## src/hdl/chg_pkg.sv

```systemverilog
// Shared constants, codes and types of the charge mode controller.
package chg_pkg;

   // -------------------------------------------------------------------
   // Clock and timing
   // -------------------------------------------------------------------
   localparam int unsigned CLK_PERIOD_PS    = 5000;
   localparam int unsigned STATUS_MIN_NS    = 750000;
   localparam int unsigned STATUS_MIN_CYC   = (STATUS_MIN_NS * 1000) / CLK_PERIOD_PS;
   localparam int unsigned SOFT_STEP_NS     = 100000;
   localparam int unsigned SOFT_STEP_CYC    = (SOFT_STEP_NS * 1000) / CLK_PERIOD_PS;
   localparam int unsigned CNT_W            = 18;

   // -------------------------------------------------------------------
   // Register map and fields
   // -------------------------------------------------------------------
   localparam logic [7:0] CTRL_OFS          = 8'h00;
   localparam logic [7:0] STAT_OFS          = 8'h04;
   localparam int unsigned CTRL_ALLOW_BIT   = 0;
   localparam logic        CTRL_ALLOW_RST   = 1'b1;
   localparam int unsigned STAT_STATE_LSB   = 0;
   localparam int unsigned STAT_SEL_LSB     = 4;
   localparam int unsigned STAT_LEVEL_LSB   = 6;
   localparam int unsigned STAT_CHG_BIT     = 8;
   localparam int unsigned STAT_STATUS_BIT  = 9;
   localparam int unsigned STAT_LATCH_BIT   = 10;
   localparam int unsigned STAT_FORCED_BIT  = 11;
   localparam int unsigned STAT_FLAGS_LSB   = 16;

   // -------------------------------------------------------------------
   // Comparator flags, in order of the raw input vector
   // -------------------------------------------------------------------
   localparam int unsigned NFLAGS           = 9;
   localparam int unsigned F_SUPPLY_OK      = 0;
   localparam int unsigned F_OVER_VOLT      = 1;
   localparam int unsigned F_MODE_LOW       = 2;
   localparam int unsigned F_MODE_HIGH      = 3;
   localparam int unsigned F_ABOVE_PREQ     = 4;
   localparam int unsigned F_ABOVE_CVTRANS  = 5;
   localparam int unsigned F_BELOW_RECHG    = 6;
   localparam int unsigned F_BELOW_TERM     = 7;
   localparam int unsigned F_ABOVE_MAX      = 8;

   // -------------------------------------------------------------------
   // Codes
   // -------------------------------------------------------------------
   typedef enum logic [1:0] {
      REG_OFF = 2'h0,
      REG_PRE = 2'h1,
      REG_CC  = 2'h2,
      REG_CV  = 2'h3
   } reg_sel_t;

   typedef enum logic [1:0] {
      LVL_20  = 2'h0,
      LVL_60  = 2'h1,
      LVL_100 = 2'h2
   } level_t;

   typedef enum logic [2:0] {
      ST_IDLE  = 3'h0,
      ST_PRE   = 3'h1,
      ST_CC    = 3'h3,
      ST_CV    = 3'h2,
      ST_FLOAT = 3'h6,
      ST_MON   = 3'h4,
      ST_DIS   = 3'h5
   } state_t;

endpackage

```

## src/hdl/flag_if.sv

```systemverilog
// Synchronised comparator flags passed from the synchroniser to the controller.
interface flag_if;
   logic supply_ok;
   logic over_volt;
   logic mode_low;
   logic mode_high;
   logic above_preq;
   logic above_cvtrans;
   logic below_rechg;
   logic below_term;
   logic above_max;

   modport src (output supply_ok, over_volt, mode_low, mode_high, above_preq,
                output above_cvtrans, below_rechg, below_term, above_max);
   modport dst (input supply_ok, over_volt, mode_low, mode_high, above_preq,
                input above_cvtrans, below_rechg, below_term, above_max);
endinterface

```

## src/hdl/charge_ctrl.sv

```systemverilog
// Charge mode controller: mode decode, charge sequence, status pin and register slave.
//
// How it works
// - Mode pin decodes to low (float), mid (monitor) or high (disabled).
// - Mid range: charge normally, then switch output off and enter monitor.
// - Low range: float-charge after termination; monitor exits into float charge.
// - High range latches disable until the pin is pulled below high.
// - Leaving high starts a new charge cycle and asserts the status pin.
// - Cycle done in mid range: output and status off, then monitor.
// - Monitor starts a re-charge when battery falls below re-charge level.
// - Monitor keeps decoding the mode pin and reacts to low and high.
// - Low during monitor turns charging on without asserting status.
// - Forced re-charge ends at termination current once the pin is back at mid, and returns to monitor.
// - Forced re-charge is accepted only in monitor and never touches the status pin.
// - Status pin goes low as charging begins with a valid supply.
// - Status released on termination, disable, or supply removal.
// - Cycle starting on a full battery holds status about 750 us.
// - Automatic re-charge cycles leave the status pin released.
// - Current regulation until above transition level, then voltage regulation.
// - Voltage regulation reverts to current when current exceeds 105 percent.
// - Below pre-charge threshold, command 20 percent pre-charge current.
// - Fast charge steps the current through 20, 60 and 100 percent.
// - Termination when current in voltage regulation drops below 10 percent.
//
// Design decisions made here: register access over Wishbone and the register addresses.
module charge_ctrl #(
   parameter int unsigned STATUS_MIN_CYC = chg_pkg::STATUS_MIN_CYC,
   parameter int unsigned SOFT_STEP_CYC  = chg_pkg::SOFT_STEP_CYC
) (
   // Clock and reset
   input  wire logic                       clk_i,
   input  wire logic                       rstn_i,
   // Wishbone slave
   input  wire logic                       wb_cyc_i,
   input  wire logic                       wb_stb_i,
   input  wire logic                       wb_we_i,
   input  wire logic [7:0]                 wb_adr_i,
   input  wire logic [3:0]                 wb_sel_i,
   input  wire logic [31:0]                wb_dat_i,
   output logic      [31:0]                wb_dat_o,
   output logic                            wb_ack_o,
   // Asynchronous comparator flags
   input  wire logic [chg_pkg::NFLAGS-1:0] flags_i,
   // Charger controls
   output logic                            chg_en_o,
   output chg_pkg::reg_sel_t               reg_sel_o,
   output chg_pkg::level_t                 level_o,
   // Open-drain status pin
   output logic                            charge_status_n_o,
   output logic                            charge_status_oe_o
);

   typedef struct packed {
      chg_pkg::state_t           st;
      logic                      hi_latch;
      logic                      supply_prev;
      logic                      status_on;
      logic                      rel_pend;
      logic                      forced;
      logic [chg_pkg::CNT_W-1:0] min_cnt;
      logic                      allow;
      logic                      chg_en;
      chg_pkg::reg_sel_t         sel;
      logic                      stat_n;
      logic                      ack;
      logic [31:0]               rdata;
   } ctrl_t;

   localparam logic [chg_pkg::CNT_W-1:0] MIN_LOAD = chg_pkg::CNT_W'(STATUS_MIN_CYC - 1);
   localparam ctrl_t RESET_VAL = '{
      st: chg_pkg::ST_IDLE, hi_latch: 1'b0, supply_prev: 1'b0, status_on: 1'b0,
      rel_pend: 1'b0, forced: 1'b0, min_cnt: '0, allow: chg_pkg::CTRL_ALLOW_RST,
      chg_en: 1'b0, sel: chg_pkg::REG_OFF, stat_n: 1'b1, ack: 1'b0, rdata: '0};

   ctrl_t           q;
   ctrl_t           d;
   chg_pkg::level_t level;
   logic            ss_hold;
   logic            supply;
   logic            disabled;
   logic            leave_dis;
   logic            assert_req;
   logic            term_rel;
   logic            wr_ctrl;

   flag_if fl ();

   // -------------------------------------------------------------------
   // Submodules
   // -------------------------------------------------------------------
   flag_sync u_sync (
      .clk_i  (clk_i),
      .rstn_i (rstn_i),
      .raw_i  (flags_i),
      .fl     (fl)
   );

   // The level restarts at 20 percent whenever fast charge is left entirely.
   assign ss_hold = !(q.st == chg_pkg::ST_CC || q.st == chg_pkg::ST_CV ||
                      q.st == chg_pkg::ST_FLOAT);

   soft_start #(
      .STEP_CYC (SOFT_STEP_CYC)
   ) u_ss (
      .clk_i   (clk_i),
      .rstn_i  (rstn_i),
      .hold_i  (ss_hold),
      .level_o (level)
   );

   // -------------------------------------------------------------------
   // Next state
   // -------------------------------------------------------------------
   // Decisions read only synchronised flags from the interface.
   always_comb begin
      d          = q;
      assert_req = 1'b0;
      term_rel   = 1'b0;
      wr_ctrl    = 1'b0;

      // Supply counts only between lockout and over-voltage.
      supply = fl.supply_ok && !fl.over_volt;

      // High is latched; only a pull below high releases it.
      if (fl.mode_high) begin
         d.hi_latch = 1'b1;
      end else begin
         d.hi_latch = 1'b0;
      end
      leave_dis  = q.hi_latch && !fl.mode_high;
      disabled   = q.hi_latch || !q.allow;
      d.supply_prev = supply;

      // Charge sequence.
      case (q.st)
         chg_pkg::ST_IDLE, chg_pkg::ST_DIS: begin
            if (supply && !disabled) begin
               d.st       = chg_pkg::ST_PRE;
               assert_req = 1'b1;
            end
         end
         chg_pkg::ST_PRE: begin
            if (fl.above_preq) begin
               d.st = chg_pkg::ST_CC;
            end
         end
         chg_pkg::ST_CC: begin
            if (fl.above_cvtrans) begin
               d.st = chg_pkg::ST_CV;
            end
         end
         chg_pkg::ST_CV: begin
            if (fl.above_max) begin
               d.st = chg_pkg::ST_CC;
            end else if (fl.below_term) begin
               term_rel = 1'b1;
               d.forced = 1'b0;
               if (fl.mode_low) begin
                  d.st = chg_pkg::ST_FLOAT;
               end else begin
                  d.st = chg_pkg::ST_MON;
               end
            end
         end
         chg_pkg::ST_FLOAT: begin
            // Float charge holds while low; a return to mid ends it at termination.
            if (!fl.mode_low && fl.below_term) begin
               d.st     = chg_pkg::ST_MON;
               d.forced = 1'b0;
               term_rel = !q.forced;
            end
         end
         chg_pkg::ST_MON: begin
            if (fl.mode_low) begin
               d.st     = chg_pkg::ST_FLOAT;
               d.forced = 1'b1;
            end else if (fl.below_rechg) begin
               d.st = chg_pkg::ST_PRE;
            end
         end
         default: begin
            d.st = chg_pkg::ST_IDLE;
         end
      endcase

      // Disable and supply loss override the sequence and free the pin at once.
      if (disabled) begin
         d.st        = chg_pkg::ST_DIS;
         d.status_on = 1'b0;
         d.rel_pend  = 1'b0;
         d.forced    = 1'b0;
         assert_req  = 1'b0;
      end else if (!supply) begin
         // A forced request with no supply is harmless: nothing is driven.
         d.st        = chg_pkg::ST_IDLE;
         d.status_on = 1'b0;
         d.rel_pend  = 1'b0;
         d.forced    = 1'b0;
         assert_req  = 1'b0;
      end else if (leave_dis) begin
         d.st       = chg_pkg::ST_PRE;
         assert_req = 1'b1;
      end

      // Status pin timing; a quick termination waits out the least time.
      if (q.min_cnt != '0) begin
         d.min_cnt = q.min_cnt - chg_pkg::CNT_W'(1);
      end
      if (assert_req) begin
         d.status_on = 1'b1;
         d.rel_pend  = 1'b0;
         d.min_cnt   = MIN_LOAD;
      end else if (term_rel || q.rel_pend) begin
         if (q.min_cnt == '0) begin
            d.status_on = 1'b0;
            d.rel_pend  = 1'b0;
         end else begin
            d.rel_pend = q.status_on;
         end
      end

      // Registered outputs follow the next state.
      case (d.st)
         chg_pkg::ST_PRE:   d.sel = chg_pkg::REG_PRE;
         chg_pkg::ST_CC:    d.sel = chg_pkg::REG_CC;
         chg_pkg::ST_CV:    d.sel = chg_pkg::REG_CV;
         chg_pkg::ST_FLOAT: d.sel = chg_pkg::REG_CV;
         default:           d.sel = chg_pkg::REG_OFF;
      endcase
      d.chg_en = (d.sel != chg_pkg::REG_OFF);
      d.stat_n = !d.status_on;

      // Wishbone: acknowledge one cycle after the request, then drop.
      d.ack = wb_cyc_i && wb_stb_i && !q.ack;
      wr_ctrl = wb_cyc_i && wb_stb_i && wb_we_i && q.ack && wb_sel_i[0] &&
                (wb_adr_i == chg_pkg::CTRL_OFS);
      if (wr_ctrl) begin
         d.allow = wb_dat_i[chg_pkg::CTRL_ALLOW_BIT];
      end
      d.rdata = '0;
      if (d.ack && !wb_we_i) begin
         if (wb_adr_i == chg_pkg::CTRL_OFS) begin
            d.rdata[chg_pkg::CTRL_ALLOW_BIT] = q.allow;
         end else if (wb_adr_i == chg_pkg::STAT_OFS) begin
            d.rdata[chg_pkg::STAT_STATE_LSB +: 3]          = q.st;
            d.rdata[chg_pkg::STAT_SEL_LSB +: 2]            = q.sel;
            d.rdata[chg_pkg::STAT_LEVEL_LSB +: 2]          = level;
            d.rdata[chg_pkg::STAT_CHG_BIT]                 = q.chg_en;
            d.rdata[chg_pkg::STAT_STATUS_BIT]              = q.status_on;
            d.rdata[chg_pkg::STAT_LATCH_BIT]               = q.hi_latch;
            d.rdata[chg_pkg::STAT_FORCED_BIT]              = q.forced;
            d.rdata[chg_pkg::STAT_FLAGS_LSB]               = fl.supply_ok;
            d.rdata[chg_pkg::STAT_FLAGS_LSB + 1]           = fl.over_volt;
            d.rdata[chg_pkg::STAT_FLAGS_LSB + 2]           = fl.mode_low;
            d.rdata[chg_pkg::STAT_FLAGS_LSB + 3]           = fl.mode_high;
            d.rdata[chg_pkg::STAT_FLAGS_LSB + 4]           = fl.above_preq;
            d.rdata[chg_pkg::STAT_FLAGS_LSB + 5]           = fl.above_cvtrans;
            d.rdata[chg_pkg::STAT_FLAGS_LSB + 6]           = fl.below_rechg;
            d.rdata[chg_pkg::STAT_FLAGS_LSB + 7]           = fl.below_term;
            d.rdata[chg_pkg::STAT_FLAGS_LSB + 8]           = fl.above_max;
         end
      end
   end

   // -------------------------------------------------------------------
   // State register
   // -------------------------------------------------------------------
   always_ff @(posedge clk_i or negedge rstn_i) begin
      if (!rstn_i) begin
         q <= RESET_VAL;
      end else begin
         q <= d;
      end
   end

   // -------------------------------------------------------------------
   // Outputs
   // -------------------------------------------------------------------
   // The pin is driven low only while enabled, so its value flop stays at zero then.
   assign wb_dat_o           = q.rdata;
   assign wb_ack_o           = q.ack;
   assign chg_en_o           = q.chg_en;
   assign reg_sel_o          = q.sel;
   assign level_o            = level;
   assign charge_status_n_o  = q.stat_n;
   assign charge_status_oe_o = q.status_on;

endmodule

```

## src/hdl/flag_sync.sv

```systemverilog
// Two-stage synchroniser for the asynchronous comparator flags.
module flag_sync (
   // Clock and reset
   input  wire logic                       clk_i,
   input  wire logic                       rstn_i,
   // Raw flags and synchronised result
   input  wire logic [chg_pkg::NFLAGS-1:0] raw_i,
   flag_if.src                             fl
);

   typedef struct packed {
      logic [chg_pkg::NFLAGS-1:0] s1;
      logic [chg_pkg::NFLAGS-1:0] s2;
   } sync_t;

   sync_t q;
   sync_t d;

   // -------------------------------------------------------------------
   // Stages
   // -------------------------------------------------------------------
   // Each flag is one generate entry; the first stage feeds only the second.
   for (genvar i = 0; i < chg_pkg::NFLAGS; i++) begin : g_bit
      always_comb begin
         d.s1[i] = raw_i[i];
         d.s2[i] = q.s1[i];
      end
   end

   // Both stages in one register.
   always_ff @(posedge clk_i or negedge rstn_i) begin
      if (!rstn_i) begin
         q <= '0;
      end else begin
         q <= d;
      end
   end

   // Only the second stage is ever handed on.
   assign fl.supply_ok     = q.s2[chg_pkg::F_SUPPLY_OK];
   assign fl.over_volt     = q.s2[chg_pkg::F_OVER_VOLT];
   assign fl.mode_low      = q.s2[chg_pkg::F_MODE_LOW];
   assign fl.mode_high     = q.s2[chg_pkg::F_MODE_HIGH];
   assign fl.above_preq    = q.s2[chg_pkg::F_ABOVE_PREQ];
   assign fl.above_cvtrans = q.s2[chg_pkg::F_ABOVE_CVTRANS];
   assign fl.below_rechg   = q.s2[chg_pkg::F_BELOW_RECHG];
   assign fl.below_term    = q.s2[chg_pkg::F_BELOW_TERM];
   assign fl.above_max     = q.s2[chg_pkg::F_ABOVE_MAX];

endmodule

```

## src/hdl/soft_start.sv

```systemverilog
// Soft-start stepper of the commanded fast-charge current level.
module soft_start #(
   parameter int unsigned STEP_CYC = chg_pkg::SOFT_STEP_CYC
) (
   // Clock and reset
   input  wire logic          clk_i,
   input  wire logic          rstn_i,
   // Control and level
   input  wire logic          hold_i,
   output chg_pkg::level_t    level_o
);

   typedef struct packed {
      chg_pkg::level_t           level;
      logic [chg_pkg::CNT_W-1:0] cnt;
   } ss_t;

   localparam logic [chg_pkg::CNT_W-1:0] STEP = chg_pkg::CNT_W'(STEP_CYC - 1);

   ss_t q;
   ss_t d;

   // -------------------------------------------------------------------
   // Stepping
   // -------------------------------------------------------------------
   // Held at the lowest level outside fast charge, so pre-charge sees 20 percent.
   always_comb begin
      d = q;
      if (hold_i) begin
         d.level = chg_pkg::LVL_20;
         d.cnt   = STEP;
      end else if (q.cnt != '0) begin
         d.cnt = q.cnt - chg_pkg::CNT_W'(1);
      end else if (q.level == chg_pkg::LVL_20) begin
         d.level = chg_pkg::LVL_60;
         d.cnt   = STEP;
      end else begin
         d.level = chg_pkg::LVL_100;
      end
   end

   always_ff @(posedge clk_i or negedge rstn_i) begin
      if (!rstn_i) begin
         q <= '{level: chg_pkg::LVL_20, cnt: '0};
      end else begin
         q <= d;
      end
   end

   assign level_o = q.level;

endmodule
```

## config.mk

```make
export PLATFORM = sky130hd
export DESIGN_NAME = charge_ctrl
export DESIGN_NICKNAME = d
export VERILOG_FILES = /design/src/hdl/chg_pkg.sv /design/src/hdl/flag_if.sv /design/src/hdl/charge_ctrl.sv /design/src/hdl/flag_sync.sv /design/src/hdl/soft_start.sv
export SDC_FILE = /design/constraint.sdc
export NUM_CORES = 1
export LEC_CHECK = 0
export BUFFER_PORTS_ARGS = -buffer_cell sky130_fd_sc_hd__buf_2
export CAP_MARGIN = 20
export CORE_AREA = 5 5 95 97
export CTS_CLUSTER_DIAMETER = 30
export CTS_CLUSTER_SIZE = 30
export DETAILED_ROUTE_END_ITERATION = 8
export DIE_AREA = 0 0 100 102
export GPL_TIMING_DRIVEN = 0
export PLACE_DENSITY = 0.77
export SETUP_SLACK_MARGIN = 0.2
export SYNTH_ARGS = -nofsm -noshare
export SYNTH_HDL_FRONTEND = slang
export SYNTH_SLANG_ARGS = --single-unit
export TNS_END_PERCENT = 5
```

## constraint.sdc

```tcl
create_clock -name clk_i -period 2.5 [get_ports clk_i]
set_input_delay 0.125 -clock clk_i [delete_from_list [all_inputs] [get_ports clk_i]]
set_output_delay 0.125 -clock clk_i [all_outputs]
set_load 0.03 [all_outputs]
```

==> reports/qor.yml <==
status: "complete, no violations"
timing.slew.headroom: 0.328
slew_viol_final: 0
place_hpwl_um: 5400
ys_top_cells_by_area: "dfrtp_1 (53%), buf_4 (6.6%), xnor2_1 (3.8%)"
holdCritStartpoint: "wb_dat_i[0]"
critPathMaxFanout: 7
grt_use_met2: 0.279
htree_levels: 3
synth-async-reset-ratio: 1.00
hp-class: "input port to flop"
instances_no_fill: 566
finalCritPeriodShare: 0.908
syn_to_final_growth_pct: 19.5
power_mw: 3.56
netlist_area_mm2: 0.00411
grt_pass1_vias: 2907
portBuffers: 51
rsz0062_at_grt: "true"
antenna_found_initial: 0
crit_path_end_kind: "flop"
synth_xor_xnor_area_share: 0.0405
period_minus_slack_ns: 2.27
cts_root_buf: "clkbuf_8"
clk-insertion-delay-late_ns: 0.35
finalSetupTns_ns: 0
critPathKind: "flop to flop"
ir_drop_v: 0.000345
grt_util_met1: 0.199
avgRoutedWirePerCell_um: 13.6
drt_wl_total_um: 7680
ys_warn_count: 0
grt_pass1_wl_um: 13200
dp.cells: 540
drc_errors: 0
p_per_area_mw_per_mm2: 725
crit_slowest_cell: "nor2_2"
num_vias: 2909
antenna_cells: 0
finalWeightedCongestion: 0.828
die_h_um: 102
synth-simple-area-share: 0.223
core_mm2: 0.00805
viasPerCell: 5.14
regArea_mm2: 0.00223
clock_skew_ns: 0.00857
cts_buffer_depth: 2
clk_pin_slew_worst_paths_ns: 0.09
fin_util: 0.610
leakagePower_nw: 2.27
synth-edff-count: 0
first_pass_iters: 4
startpoint_type: "flop"
ys_seq_area_frac: 0.543
postRouteAntennaNets: 0
synth-adder-area-share: 0.00609
avgSynthCellArea_um2: 11.0
io_pins: 98
cp.arrival_ns: 2.48
worst_slew_pin_slew_ns: 1.00
grt.busiest_layer: "met2"
grt_max_degree: 56
synthMuxAreaShare: 0.0101
mostFrequentLayoutCells: "dfrtp_1 (87), buf_2 (54), buf_4 (37)"
drt_iter0_drc: 124
multi_input_area_mm2: 0.00158
cp-startpoint: "u_ss.q[0]$_DFFE_PN0P_"
netlist.area_leader.share: 0.530
cts_sinks: 89
synth_flop_cell: "dfrtp_1"
syn_inst: 372
max_freq_mhz: 440
numCtsBuffers: 9
n_fill_cell: 663
worstPathRequired_ns: 2.71
gr-total-overflow: 0
row_count: 33
grt_util_met3: 0.0355
max-cap-violations: 0
die_x_um: 100
synth.distinct_cells: 60
synth-seq-cells: 89
dieArea_mm2: 0.0102
final_common_cell: "dfrtp_1"
synth_compound_area_frac: 0.0948
path_cells: "inv_1 > ha_1 > nor2b_1 > nand4_2 > nor2_2 > a21o_1 > o22ai_1"
cts_tree: "done"
cts_resized: 0
reg2reg_from: "u_ss.q[0]$_DFFE_PN0P_"
synth_top_cell_by_area: "dfrtp_1"
drive_above_1_share: 0.275
initial_core_util: 0.510
final_net_count: 517
max_stage_delay_ns: 0.43
hold_viol: 0
setup_viol: 0
synth_top_family_by_area: "simple AND/OR/NAND/NOR gates"
track_usage: 0.161
==> power breakdown <==
group | internal [mW] | switching, mW
combinational | 0.276 | 0.315
sequential | 1.59 | 0.225
clock | 0.661 | 0.489
total | 2.53 | 1.03
==> synthesized netlist by cell type, types with 2 or more instances <==
library cell  count
clkbuf_1          3
nor4_4            2
o211ai_1          5
and2_1           21
mux2i_1           3
o21ai_0           8
ha_1              2
a211oi_1          2
or3_1            13
buf_4            36
o41ai_1           3
dfrtp_1          87
a21oi_1          12
a21o_1            2
a2bb2oi_1         2
buf_2             4
nor2_1           27
or4_1             2
nor2b_1           7
dfstp_2           2
o21ai_1           2
inv_1             6
o22ai_1           3
nand4b_1          2
nor3_1           13
a21boi_0          2
nor3_4            3
o31ai_1           3
nand3_1           7
nor4_1            5
nand2_1          27
nand2b_1          7
or2_2             2
nand4_1           4
xnor2_1          18
==> path summary, 6_finish.rpt <==
| check | to | cells past startpoint | slack (ns) |
|---|---|---|---|
| worst max-delay path | u_ss.q[12]$_DFFE_PN0P_ | 7 | 0.23 |
| worst min-delay path | q[37]$_DFFE_PN1P_ | 2 | 0.01 |
| worst max register to register | u_ss.q[12]$_DFFE_PN0P_ | 7 | 0.23 |
| worst min register to register | u_sync.fl.mode_low$_DFF_PN0_ | 0 | 0.35 |
| max in group asynchronous | charge_status_n_o$_DFF_PN1_ | 3 | 1.58 |
| min in group asynchronous | u_ss.q[3]$_DFFE_PN0P_ | 2 | 0.26 |
==> worst max-delay path: cells and delay by family, from the launching register on <==
kind                     cells  cell delay (ns)
buffers and inverters        1             0.12
flip-flops                   1             0.41
AO/OA/AOI/OAI                2             0.41
AND/OR/NAND/NOR              3             0.95
adder cells (fa/ha/maj)      1             0.25
==> cell type report <==
cell class,count,area share
sequential,89,0.454
timing repair buffer,63,0.0806
tap,105,0.0268
clock inverter,5,0.0217
clock buffer,10,0.0260
inverter,6,0.00459
buffer,44,0.0637
multi-input combinational,244,0.322
==> cells by family (layout without fill, tap and decap cells) <==
group / Yosys count / count (layout)
AND/OR/NAND/NOR: 153 / 153
flip-flops: 89 / 89
AO/OA/AOI/OAI: 54 / 54
buffers and inverters: 50 / 128
XOR/XNOR: 19 / 19
multiplexers: 4 / 4
adder cells (fa/ha/maj): 2 / 2
other: 1 / 12
==> flip-flops by register name, indices dropped and copies added, names as in the netlist, 2 cells and up <==
signal,cells
q,25
wb_dat_o,20
u_ss.q,18
u_sync.d,9
reg_sel_o,2
u_ss.level_o,2
==> through the flow <==
stage	cell area [µm²]	setup slack [ns]	hold slack (ns)
2_1_floorplan	4150	0.557	-0.171
4_1_cts	4910	0.283	0.00291
3_3_place_gp	4530	0.357	0.234
5_1_grt	4910	0.106	0.00369
3_5_place_dp	4560	0.311	0.106
6_report	4910	0.230	0.0105
==> routing by layer <==
metal,routed length (µm),up-vias
met5,0,-
li1,-,1423
met2,3900,79
met3,450,14
met1,3220,1393
met4,110,0
==> timing repair <==
item	4_1_cts	5_1_grt
hold buffers	11	0
hold endpoints to repair	43	0
buffers inserted	0	0
setup endpoints to repair	0	11
Power figures use the tool's default switching activity.
